==> src/inc/vca_pkg.sv <==
/*
 * Constants, register map and types for the channel access transmitter.
 * Assumes a 32-bit APB master and one clock running at the channel bit rate.
 */
package vca_pkg;
	// ==========================================================
	// register map (byte addresses)
	localparam logic [7:0]  A_CTRL    = 8'h00;
	localparam logic [7:0]  A_SCID    = 8'h04;
	localparam logic [7:0]  A_FLEN    = 8'h08;
	localparam logic [7:0]  A_ILEN    = 8'h0C;
	localparam logic [7:0]  A_SYNC    = 8'h10;
	localparam logic [7:0]  A_STAT    = 8'h14;
	localparam logic [7:0]  A_FCNT    = 8'h18;
	// ==========================================================
	// control and status fields
	localparam int          C_RUN     = 0;
	localparam int          C_HEC     = 1;
	localparam int          C_CRC     = 2;
	localparam int          C_RS      = 3;
	localparam int          C_INS     = 4;
	localparam int          C_EXT     = 5;
	localparam int          C_RAND    = 6;
	localparam int          C_EXTF    = 7;
	localparam int          C_REPLAY  = 8;
	localparam int          S_ACTIVE  = 0;
	localparam int          S_CONFL   = 1;
	localparam int          S_INSMISS = 2;
	// ==========================================================
	// reset values
	localparam logic [8:0]  CTRL_RST  = 9'h000;
	localparam logic [7:0]  SCID_RST  = 8'h00;
	localparam logic [15:0] FLEN_RST  = 16'h0040;
	localparam logic [7:0]  ILEN_RST  = 8'h04;
	localparam logic [31:0] SYNC_RST  = 32'hA5A5F00F;
	// ==========================================================
	// frame layout and coding
	localparam logic [1:0]  VER       = 2'b01;
	localparam logic [5:0]  FILL_VCID = 6'h3F;
	localparam logic [7:0]  FILL_BYTE = 8'h55;
	localparam logic [15:0] HDR_LEN   = 16'h0006;
	localparam logic [15:0] HEC_LEN   = 16'h0002;
	localparam logic [15:0] CRC_LEN   = 16'h0002;
	localparam int          RS_N      = 4;
	localparam logic [15:0] RS_LEN    = 16'h0004;
	localparam logic [7:0]  RS_GEN [RS_N] = '{8'h0F, 8'h36, 8'h78, 8'h40};
	localparam logic [7:0]  GF_POLY   = 8'h1D;
	localparam logic [15:0] CRC_POLY  = 16'h1021;
	localparam logic [15:0] CRC_INIT  = 16'hFFFF;
	localparam logic [7:0]  LFSR_INIT = 8'hFF;
	localparam logic [4:0]  SYNC_LAST = 5'h1F;
	localparam int          VC_NUM    = 64;
	// ==========================================================
	// types
	typedef logic [7:0] vca_byte_t;
	typedef enum logic [1:0] {PH_IDLE, PH_SYNC, PH_BODY} vca_phase_e;
	typedef enum logic [1:0] {SRC_FILL, SRC_VC, SRC_EXT} vca_src_e;
endpackage

==> src/rtl/vca_tx.sv <==
/*
 * Transmit channel access: commutation, fill, header check, trailer CRC,
 * check symbols, insert injection, randomizer and marker delimiting.
 * Assumes APB on clk, frame and insert suppliers on the same clock,
 * and clk equal to the channel bit rate.
 */
// Contract
// RQ1 - one commutator, management-set release order
// RQ2 - fill requested to keep stream continuous
// RQ3 - fill frame channel id all ones
// RQ4 - fill frames need no counter
// RQ5 - optional header check field when enabled
// RQ6 - header check also for grade-1/2 cases
// RQ7 - optional trailer CRC over whole frame
// RQ8 - optional check symbols appended after frame
// RQ9 - fixed frame length; coded data zone shorter
// RQ10 - external frames bypass header check, CRC
// RQ11 - external supplier pre-codes and shortens frames
// RQ12 - insert zone in every frame incl fill
// RQ13 - insert and external service never together
// RQ14 - insert supplier delivers once per frame period
// RQ15 - insert bytes copied octet aligned
// RQ16 - insert placed before CRC and check symbols
// RQ17 - randomize all bits except marker
// RQ18 - randomizer polynomial x8+x7+x5+x3+1
// RQ19 - period 255, reload ones during marker
// RQ20 - first sequence bit on first frame bit
// RQ21 - frames released at rate, commutator order
// RQ22 - marker prefixed, contiguous one CADU per slot
// RQ23 - independent counter per virtual channel
// RQ24 - header version, id, counter, signalling
// RQ25 - static config loaded before transmission
module vca_tx (
	input  wire logic               clk,
	input  wire logic               reset_n,
	input  wire logic               psel,
	input  wire logic               penable,
	input  wire logic               pwrite,
	input  wire logic [7:0]         paddr,
	input  wire logic [31:0]        pwdata,
	output logic                    pready,
	output logic [31:0]             prdata,
	output logic                    pslverr,
	input  wire logic               vc_valid,
	input  wire logic [5:0]         vc_vcid,
	input  wire vca_pkg::vca_byte_t vc_data,
	output logic                    vc_ack,
	input  wire logic               ext_valid,
	input  wire vca_pkg::vca_byte_t ext_data,
	output logic                    ext_ack,
	input  wire logic               ins_valid,
	input  wire vca_pkg::vca_byte_t ins_data,
	output logic                    ins_ack,
	output logic                    tx_bit,
	output logic                    tx_valid,
	output logic                    tx_sof
);
	import vca_pkg::*;

	// ==========================================================
	// state
	logic [8:0]  ctrl_r;
	logic [7:0]  scid_r;
	logic [15:0] flen_r;
	logic [7:0]  ilen_r;
	logic [31:0] sync_r;
	logic        ins_miss_r;
	logic [31:0] fcnt_r;
	logic        pready_r;
	logic [31:0] prdata_r;
	logic        pslverr_r;
	vca_phase_e  phase_r;
	vca_src_e    src_r;
	logic [4:0]  scnt_r;
	logic [2:0]  bcnt_r;
	logic [15:0] idx_r;
	logic [7:0]  sh_r;
	logic [7:0]  lfsr_r;
	logic [31:0] mk_r;
	logic [15:0] hec_r;
	logic [15:0] crc_r;
	logic [5:0]  vcid_r;
	logic [23:0] cnt_r;
	logic        ins_ok_r;
	logic [23:0] vc_cnt_r [VC_NUM];
	logic [7:0]  rs_r [RS_N];
	logic        tx_bit_r;
	logic        tx_valid_r;
	logic        tx_sof_r;
	logic        vc_ack_r;
	logic        ext_ack_r;
	logic        ins_ack_r;

	logic        hec_en;
	logic        crc_en;
	logic        rs_en;
	logic        ins_en;
	logic        ext_en;
	logic        rand_en;
	logic        conflict;
	logic        wr;
	logic        idle;
	logic [15:0] hl;
	logic [15:0] ie;
	logic [15:0] de;
	logic [15:0] te;
	logic        load;
	logic        frame_end;
	logic        slot_start;
	vca_src_e    pick;
	logic        f_ext;
	logic        f_ins;
	logic        f_dat;
	logic        f_crc;
	logic        f_rs;
	logic [47:0] hdr;
	logic [7:0]  nb;
	logic [7:0]  fb;

	function automatic logic [15:0] crc_upd(input logic [15:0] c, input logic [7:0] d);
		logic [15:0] r;
		r = c;
		for (int k = 7; k >= 0; k--) begin
			r = (r[15] ^ d[k]) ? ({r[14:0], 1'b0} ^ CRC_POLY) : {r[14:0], 1'b0};
		end
		return r;
	endfunction

	function automatic logic [7:0] gmul(input logic [7:0] a, input logic [7:0] b);
		logic [7:0] p;
		logic [7:0] x;
		p = 8'h00;
		x = a;
		for (int k = 0; k < 8; k++) begin
			if (b[k]) begin
				p = p ^ x;
			end
			x = x[7] ? ({x[6:0], 1'b0} ^ GF_POLY) : {x[6:0], 1'b0};
		end
		return p;
	endfunction

	// ==========================================================
	// configuration decode and frame geometry
	assign hec_en   = ctrl_r[C_HEC];                         // [RQ5] [RQ6]
	assign crc_en   = ctrl_r[C_CRC];
	assign rs_en    = ctrl_r[C_RS];
	assign ins_en   = ctrl_r[C_INS];
	assign ext_en   = ctrl_r[C_EXT];
	assign rand_en  = ctrl_r[C_RAND];
	assign conflict = ins_en & ext_en;
	assign idle     = (phase_r == PH_IDLE);
	assign hl = hec_en ? HDR_LEN + HEC_LEN : HDR_LEN;
	assign ie = ins_en ? hl + {8'h00, ilen_r} : hl;
	// coded frames keep the slot length, data zone gives way  [RQ9]
	assign de = rs_en ? flen_r - RS_LEN : flen_r;
	assign te = crc_en ? de - CRC_LEN : de;

	// ==========================================================
	// commutation: order set by ext-first bit, fill when nothing waits
	always_comb begin
		if (ctrl_r[C_EXTF] && ext_en && ext_valid) begin  // [RQ1]
			pick = SRC_EXT;
		end else if (vc_valid) begin
			pick = SRC_VC;
		end else if (ext_en && ext_valid) begin
			pick = SRC_EXT;
		end else begin
			pick = SRC_FILL;                                 // [RQ2]
		end
	end

	assign load       = (phase_r == PH_SYNC && scnt_r == SYNC_LAST) ||
	                    (phase_r == PH_BODY && bcnt_r == 3'h7 && idx_r != flen_r);
	assign frame_end  = phase_r == PH_BODY && bcnt_r == 3'h7 && idx_r == flen_r;
	// a new slot opens right behind the last one, so the stream stays contiguous
	assign slot_start = (idle || frame_end) && ctrl_r[C_RUN] && !conflict;  // [RQ13] [RQ21] [RQ22]

	// ==========================================================
	// byte sourcing by position in the frame
	assign f_ext = src_r == SRC_EXT && idx_r < de;
	assign f_ins = src_r != SRC_EXT && idx_r >= hl && idx_r < ie;
	assign f_dat = src_r != SRC_EXT && idx_r >= ie && idx_r < te;
	// external frames skip both header check and trailer CRC  [RQ10]
	assign f_crc = src_r != SRC_EXT && idx_r < te;
	assign f_rs  = idx_r < de;
	assign hdr   = {VER, scid_r, vcid_r, cnt_r, ctrl_r[C_REPLAY], 7'h00};  // [RQ24]

	always_comb begin
		nb = 8'h00;
		if (f_ext) begin
			nb = ext_data;                                   // [RQ10]
		end else if (!f_rs) begin
			nb = rs_r[RS_N-1];                               // [RQ8]
		end else if (idx_r < HDR_LEN) begin
			nb = hdr[8*(3'h5-idx_r[2:0]) +: 8];
		end else if (idx_r < hl) begin
			nb = (idx_r == HDR_LEN) ? hec_r[15:8] : hec_r[7:0];  // [RQ5]
		end else if (f_ins) begin
			nb = ins_ok_r ? ins_data : 8'h00;                // [RQ12] [RQ15]
		end else if (f_dat) begin
			nb = (src_r == SRC_VC) ? vc_data : FILL_BYTE;
		end else begin
			nb = (idx_r == te) ? crc_r[15:8] : crc_r[7:0];   // [RQ7]
		end
	end

	// ==========================================================
	// slot selection and per-channel counters
	always_ff @(posedge clk or negedge reset_n) begin
		if (!reset_n) begin
			src_r    <= SRC_FILL;
			vcid_r   <= FILL_VCID;
			cnt_r    <= 24'h000000;
			ins_ok_r <= 1'b0;
		end else if (slot_start) begin
			src_r    <= pick;
			vcid_r   <= (pick == SRC_VC) ? vc_vcid : FILL_VCID;            // [RQ3]
			cnt_r    <= (pick == SRC_VC) ? vc_cnt_r[vc_vcid] : 24'h000000; // [RQ4]
			ins_ok_r <= ins_en & ins_valid;
		end
	end

	always_ff @(posedge clk or negedge reset_n) begin
		if (!reset_n) begin
			for (int v = 0; v < VC_NUM; v++) begin
				vc_cnt_r[v] <= 24'h000000;
			end
		end else if (slot_start && pick == SRC_VC) begin
			vc_cnt_r[vc_vcid] <= vc_cnt_r[vc_vcid] + 24'h000001;  // [RQ23]
		end
	end

	// ==========================================================
	// error control: codes run on the assembled bytes, insert included
	always_ff @(posedge clk or negedge reset_n) begin
		if (!reset_n) begin
			hec_r <= CRC_INIT;
			crc_r <= CRC_INIT;
		end else if (slot_start) begin
			hec_r <= CRC_INIT;
			crc_r <= CRC_INIT;
		end else if (load) begin
			if (src_r != SRC_EXT && idx_r < HDR_LEN) begin
				hec_r <= crc_upd(hec_r, nb);                 // [RQ5]
			end
			if (f_crc) begin
				crc_r <= crc_upd(crc_r, nb);                 // [RQ7] [RQ16]
			end
		end
	end

	assign fb = nb ^ rs_r[RS_N-1];
	for (genvar i = 0; i < RS_N; i++) begin : g_rs
		always_ff @(posedge clk or negedge reset_n) begin
			if (!reset_n) begin
				rs_r[i] <= 8'h00;
			end else if (slot_start) begin
				rs_r[i] <= 8'h00;
			end else if (load && rs_en) begin
				if (f_rs) begin
					rs_r[i] <= ((i == 0) ? 8'h00 : rs_r[(i+RS_N-1)%RS_N]) ^ gmul(fb, RS_GEN[i]);  // [RQ8] [RQ16]
				end else begin
					rs_r[i] <= (i == 0) ? 8'h00 : rs_r[(i+RS_N-1)%RS_N];
				end
			end
		end
	end

	// ==========================================================
	// delimiting sequencer: marker then frame bytes, msb first
	always_ff @(posedge clk or negedge reset_n) begin
		if (!reset_n) begin
			phase_r <= PH_IDLE;
			scnt_r  <= 5'h00;
			bcnt_r  <= 3'h0;
			idx_r   <= 16'h0000;
			mk_r    <= 32'h00000000;
			sh_r    <= 8'h00;
		end else begin
			case (phase_r)
				PH_SYNC: begin
					mk_r   <= {mk_r[30:0], 1'b0};
					scnt_r <= scnt_r + 5'h01;
					if (scnt_r == SYNC_LAST) begin
						phase_r <= PH_BODY;
						sh_r    <= nb;
						idx_r   <= 16'h0001;
						bcnt_r  <= 3'h0;
					end
				end
				PH_BODY: begin
					bcnt_r <= bcnt_r + 3'h1;
					sh_r   <= {sh_r[6:0], 1'b0};
					if (load) begin
						sh_r  <= nb;
						idx_r <= idx_r + 16'h0001;
					end else if (slot_start) begin
						phase_r <= PH_SYNC;                  // [RQ22]
						scnt_r  <= 5'h00;
						idx_r   <= 16'h0000;
						mk_r    <= sync_r;
					end else if (frame_end) begin
						phase_r <= PH_IDLE;
					end
				end
				PH_IDLE: begin
					if (slot_start) begin
						phase_r <= PH_SYNC;
						scnt_r  <= 5'h00;
						idx_r   <= 16'h0000;
						mk_r    <= sync_r;
					end
				end
				default: phase_r <= PH_IDLE;
			endcase
		end
	end

	// randomizer reloads during each marker, steps once per frame bit
	always_ff @(posedge clk or negedge reset_n) begin
		if (!reset_n) begin
			lfsr_r <= LFSR_INIT;
		end else if (phase_r != PH_BODY) begin
			lfsr_r <= LFSR_INIT;                                             // [RQ19]
		end else begin
			lfsr_r <= {lfsr_r[0] ^ lfsr_r[3] ^ lfsr_r[5] ^ lfsr_r[7], lfsr_r[7:1]};  // [RQ18]
		end
	end

	always_ff @(posedge clk or negedge reset_n) begin
		if (!reset_n) begin
			tx_bit_r   <= 1'b0;
			tx_valid_r <= 1'b0;
			tx_sof_r   <= 1'b0;
			vc_ack_r   <= 1'b0;
			ext_ack_r  <= 1'b0;
			ins_ack_r  <= 1'b0;
		end else begin
			if (phase_r == PH_SYNC) begin
				tx_bit_r <= mk_r[31];                        // [RQ17]
			end else if (phase_r == PH_BODY) begin
				tx_bit_r <= sh_r[7] ^ (rand_en & lfsr_r[0]); // [RQ17] [RQ20]
			end else begin
				tx_bit_r <= 1'b0;
			end
			tx_valid_r <= !idle;
			tx_sof_r   <= phase_r == PH_SYNC && scnt_r == 5'h00;
			vc_ack_r   <= load && f_dat && src_r == SRC_VC;
			ext_ack_r  <= load && f_ext;                     // [RQ11]
			ins_ack_r  <= load && f_ins && ins_ok_r;         // [RQ15]
		end
	end

	// ==========================================================
	// APB slave: zero wait, one access-phase cycle
	assign wr = psel && penable && pready_r && pwrite;

	always_ff @(posedge clk or negedge reset_n) begin
		if (!reset_n) begin
			ctrl_r <= CTRL_RST;
			scid_r <= SCID_RST;
			flen_r <= FLEN_RST;
			ilen_r <= ILEN_RST;
			sync_r <= SYNC_RST;
		end else if (wr) begin
			// static settings only move while the link is stopped  [RQ25]
			if (paddr == A_CTRL) begin
				ctrl_r <= idle ? pwdata[8:0] : {ctrl_r[8:1], pwdata[C_RUN]};
			end
			if (idle && paddr == A_SCID) begin
				scid_r <= pwdata[7:0];
			end
			if (idle && paddr == A_FLEN) begin
				flen_r <= pwdata[15:0];
			end
			if (idle && paddr == A_ILEN) begin
				ilen_r <= pwdata[7:0];
			end
			if (idle && paddr == A_SYNC) begin
				sync_r <= pwdata;
			end
		end
	end

	always_ff @(posedge clk or negedge reset_n) begin
		if (!reset_n) begin
			ins_miss_r <= 1'b0;
			fcnt_r     <= 32'h00000000;
		end else begin
			// a miss in the clearing cycle still sets
			if (slot_start && ins_en && !ins_valid) begin
				ins_miss_r <= 1'b1;
			end else if (wr && paddr == A_STAT && pwdata[S_INSMISS]) begin
				ins_miss_r <= 1'b0;
			end
			if (frame_end) begin
				fcnt_r <= fcnt_r + 32'h00000001;
			end
		end
	end

	always_ff @(posedge clk or negedge reset_n) begin
		if (!reset_n) begin
			pready_r  <= 1'b0;
			prdata_r  <= 32'h00000000;
			pslverr_r <= 1'b0;
		end else begin
			pready_r  <= psel && !penable;
			pslverr_r <= 1'b0;
			prdata_r  <= 32'h00000000;
			if (psel && !penable) begin
				case (paddr)
					A_CTRL: prdata_r <= {23'h000000, ctrl_r};
					A_SCID: prdata_r <= {24'h000000, scid_r};
					A_FLEN: prdata_r <= {16'h0000, flen_r};
					A_ILEN: prdata_r <= {24'h000000, ilen_r};
					A_SYNC: prdata_r <= sync_r;
					A_STAT: prdata_r <= {29'h00000000, ins_miss_r, conflict, !idle};
					A_FCNT: prdata_r <= fcnt_r;
					default: pslverr_r <= 1'b1;
				endcase
			end
		end
	end

	assign pready   = pready_r;
	assign prdata   = prdata_r;
	assign pslverr  = pslverr_r;
	assign vc_ack   = vc_ack_r;
	assign ext_ack  = ext_ack_r;
	assign ins_ack  = ins_ack_r;
	assign tx_bit   = tx_bit_r;
	assign tx_valid = tx_valid_r;
	assign tx_sof   = tx_sof_r;
endmodule

==> config.mk <==
export PLATFORM = sky130hd
export DESIGN_NAME = vca_tx
export DESIGN_NICKNAME = d
export VERILOG_FILES = /design/src/inc/vca_pkg.sv /design/src/rtl/vca_tx.sv
export SDC_FILE = /design/constraint.sdc
export NUM_CORES = 2
export LEC_CHECK = 0
export ABC_AREA = 1
export CELL_PAD_IN_SITES_DETAIL_PLACEMENT = 1
export CELL_PAD_IN_SITES_GLOBAL_PLACEMENT = 1
export CORE_ASPECT_RATIO = 0.7
export CORE_UTILIZATION = 53
export DETAILED_ROUTE_END_ITERATION = 10
export DONT_BUFFER_PORTS = 1
export PLACE_DENSITY_LB_ADDON = 0.1
export SKIP_LAST_GASP = 1
export SLEW_MARGIN = 40
export SYNTH_ARGS = -nofsm -noshare
export SYNTH_HDL_FRONTEND = slang
export SYNTH_SLANG_ARGS = --single-unit
==> constraint.sdc <==
create_clock -name clk -period 8.6 [get_ports clk]
set_clock_uncertainty 0.2 [all_clocks]
set_input_delay 0.86 -clock clk [delete_from_list [all_inputs] [get_ports clk]]
set_output_delay 0.86 -clock clk [all_outputs]
set_load 0.02 [all_outputs]
==> out/qor_table.md <==
| Group | Item | Reported |
| --- | --- | --- |
| placement | HPWL Detailed | 207 mm |
| pwr | Total net switching power | 5.29 mW |
| clock network | Max Root-Sink Buffers | 3 |
| clock network | Worst-skew pair later-pin latency | 0.85 ns |
| die | Die Footprint | 161000 um^2 |
| pwr | Relative contribution of combinational cells to total power | 0.102 |
| die | Number of standard-cell rows in the floorplan | 122 |
| grt | Total GRT Usage | 0.403 |
| clock network | Post-CTS clock slew at the launch and capture registers of the worst setup and hold paths | 0.06 ns |
| run | Max-cap check violation count | 0 |
| synth | Total number of yosys warnings | 0 |
| layout | Highest-count cells in the layout ignoring fill and taps | 3071 x nand2_1, 1789 x dfrtp_1, 1532 x o21ai_0 |
| clock network | Number of sinks handled by clock tree synthesis | 1853 |
| synth | Post-synth net total | 9994 |
| sta | Pins Over Slew Limit | 0 |
| synth | Post-synth top area cell | dfrtp_1 |
| clock network | Clock root buffer master | clkbuf_16 |
| routing | Router iterations before antenna repair | 8 |
| layout | Fin cells | 11900 |
| synth | EDFF count, synth | 0 |
| sta | Relative slew margins | 0.368 |
| grt | Number of antenna violations at the first check in global routing | 12 |
| routing | Count of nets left with antenna violations after detail routing | 0 |
| synth | Largest cells by area after synthesis | dfrtp_1 53%, nand2_1 14%, o21ai_0 9.1% |
| synth | Number of different library cells in the post-synthesis netlist | 65 |
| sta | Setup violation total in the final timing report | 0 |
| pwr | Net switching share of the total power | 0.270 |
| pwr | Clock group share of total power | 0.441 |
| clock network | TritonCTS buffer count | 182 |
| sta | Total Neg Setup Slack | 0 ns |
| die | Starting density of the core | 0.534 |
| pwr | Cell internal pwr | 14.3 mW |
| placement | Dpl ws | 1.43 ns |
| synth | Total of flip-flops plus latches after synthesis | 1853 |
| sta | Min cycle time layout | 7.01 ns |
| pwr | Pwr Density | 208 nW/um^2 |
| pwr | Overall Power | 19.6 mW |
| layout | Share of final-layout standard cells stronger than drive strength 1 | 0.0826 |
| setup path | Crit-path slowest cell | dfrtp_1 |
| setup path | Worst path max stage delay | 0.47 ns |
| sta | Final-layout worst hold slack | 0.0500 ns |
| synth | Most used flip-flop cell after synthesis | dfrtp_1 |
| setup path | Data required time at the worst endpoint | 9.08 ns |
| routing | Routed via count | 76100 |
| pwr | Maximum vdd drop | 0.000169 V |
| layout | Design area | 94200 um^2 |
| min path | Class of the most critical hold timing path | in -> reg |
| sta | Transition at the pin with the smallest max-transition slack | 0.937 ns |
| setup path | Worst-case register-to-register setup slack | 1.59 ns |
| setup path | Critical Path Most Common Cell | nand2_1 |
| die | Die Span Y | 336 um |
| synth | Synthesized area divided by synthesized cell count | 8.55 um^2 |
| setup path | Data arrival time at the worst-slack endpoint | 7.48 ns |
| pwr | Lkg Pwr | 43.6 nW |
| placement | Number of port buffers | 0 |
| clock network | TritonCTS clock tree | yes |
| routing | Via count normalized by instance count | 6.38 |
| outcome | Run status | finished, final reports clean |
| setup path | Critical path class | reg -> reg |
| setup path | Capturing element type of the critical path | register |
| clock network | H-tree depth | 4 |
| setup path | Nature of the critical path startpoint | register |
| sta | Post-route fraction of the period consumed by the critical path | 0.815 |
| routing | Average routed wire per standard cell | 27.1 um |
| setup path | Gate family responsible for the most delay along the worst path | simple AND/OR/NAND/NOR gates |
| layout | Net count reported at finish | 9788 |
| routing | Wire length after detailed routing | 323 mm |
| setup path | Crit path buf inv count | 4 |
| grt | Global-route wire length before repair | 492 mm |
| die | Width of the chip | 479 um |
| setup path | Worst-path fanout max | 15 |
| sta | Number of hold violations in the final report | 0 |
| grt | Global-route congestion overflow total | 0 |
| routing | Number of DRC violations after detailed routing | 0 |
| synth | Share of Yosys cell area claimed by the top area cell type | 0.531 |
| placement | Gp weighted congestion | 0.941 |
| routing | Initial DRC Count | 8773 |
| die | Core area | 158000 um^2 |
| synth | Ys async rst share | 1.00 |
| synth | Post-synthesis cell count | 9862 |
| grt | Vias in the first global route | 78400 |
| layout | Leading cell type in the layout, fill and taps excluded | nand2_1 |
| placement | Total placed instance area | 87400 um^2 |
| sta | Setup repair after global routing missed its margin | no |
| sta | Upper clock frequency limit | 143 MHz |
| synth | Combined area of all synthesized cells | 84300 um^2 |
| grt | Pin count of the biggest net entering global routing | 113 |
| pwr | Sequential Power Share | 0.457 |
| sta | Post-layout worst setup margin | 1.59 ns |
| synth | Sequential share of the synthesized area | 0.551 |
| layout | Growth of design area from synthesis to finish | 11.7% |
| die | IO Pins | 118 |
| layout | Utilization after layout | 0.596 |
| placement | Cell total after placement | 11600 |
## power by group through the flow
stage	registers, mW	clock network (mW)	logic (mW)
finish	8.94	8.64	2.00
global route	8.95	8.98	2.16
CTS	8.94	8.66	1.95
detailed placement	9.10	0	1.92
global placement	9.09	0	1.83
floorplan	9.07	0	1.08
## flip-flops by register name, summed over array words and instances, names as in the netlist, 6 cells and up
name / flops
sh_r: 8
cnt_r: 24
crc_r: 16
lfsr_r: 8
flen_r: 16
prdata: 32
ctrl_r: 9
rs_r: 32
fcnt_r: 32
vc_cnt_r: 1536
ilen_r: 8
scid_r: 8
sync_r: 32
mk_r: 32
vcid_r: 6
hec_r: 16
idx_r: 16
## routing by layer
layer / share of wire / GRT usage / routed length (um)
met1: 0.44 / 0.591 / 142000
met2: 0.43 / 0.589 / 140000
met3: 0.095 / 0.0918 / 30700
met5: 0.00032 / 0 / 103
met4: 0.032 / 0.134 / 10500
## final cells by class
cell class / count / area [um^2]
diodes: 3 / 7.51
clock buffers: 272 / 5480
clock inverters: 70 / 900
fillers: 18200 / 63800
inverters: 807 / 3080
multi-input cells: 6570 / 33000
flip-flops and latches: 1853 / 46400
well taps: 2108 / 2640
repair buffers: 242 / 2710
## cell usage after synthesis (all sizes together) (5+ instances only)
master	instances
a22oi	170
clkbuf	416
a31oi	46
a21oi	120
inv	784
a221oi	145
o21ai	1674
ha	53
o31ai	7
nor2	259
nand3	176
o2111ai	13
nand4	136
dfrtp	1789
mux2	16
a22o	86
o41ai	46
nand2	3130
a32oi	7
clkinv	23
o22ai	182
o211ai	9
buf	216
a41oi	6
or2	21
xnor2	21
o2bb2ai	5
nor3	93
xor2	107
dfstp	64
nor4	16
## cell families (layout without fill, tap and decap cells)
family / count (synthesis) / in the layout / share of synthesized area
buf+inv: 1439 / 1391 / 0.0685
flops: 1853 / 1853 / 0.551
fa+ha+maj: 54 / 54 / 0.00810
other cells: 0 / 3 / 0
compound gates: 2534 / 2534 / 0.174
xor+xnor: 128 / 128 / 0.0141
simple gates: 3838 / 3838 / 0.182
mux: 16 / 16 / 0.00214
## path summary, 6_finish.rpt
check	startpoint	end	depth (start not counted)
max	flen_r[3]	rs_r[5]	39
min	psel	pready	2
max reg2reg	flen_r[3]	rs_r[5]	39
min reg2reg	vc_cnt_r[427]	vc_cnt_r[427]	2
max in group asynchronous	reset_n	vc_cnt_r[354]	9
min in group asynchronous	reset_n	vc_cnt_r[345]	2
## timing repair
item,in CTS,in global routing
hold buffers,21,0
resized for setup,0,0
buffers inserted,0,0
hold endpoints to repair,220,0
endpoints found under the setup margin,0,0
(Power assumes the default switching activity.)
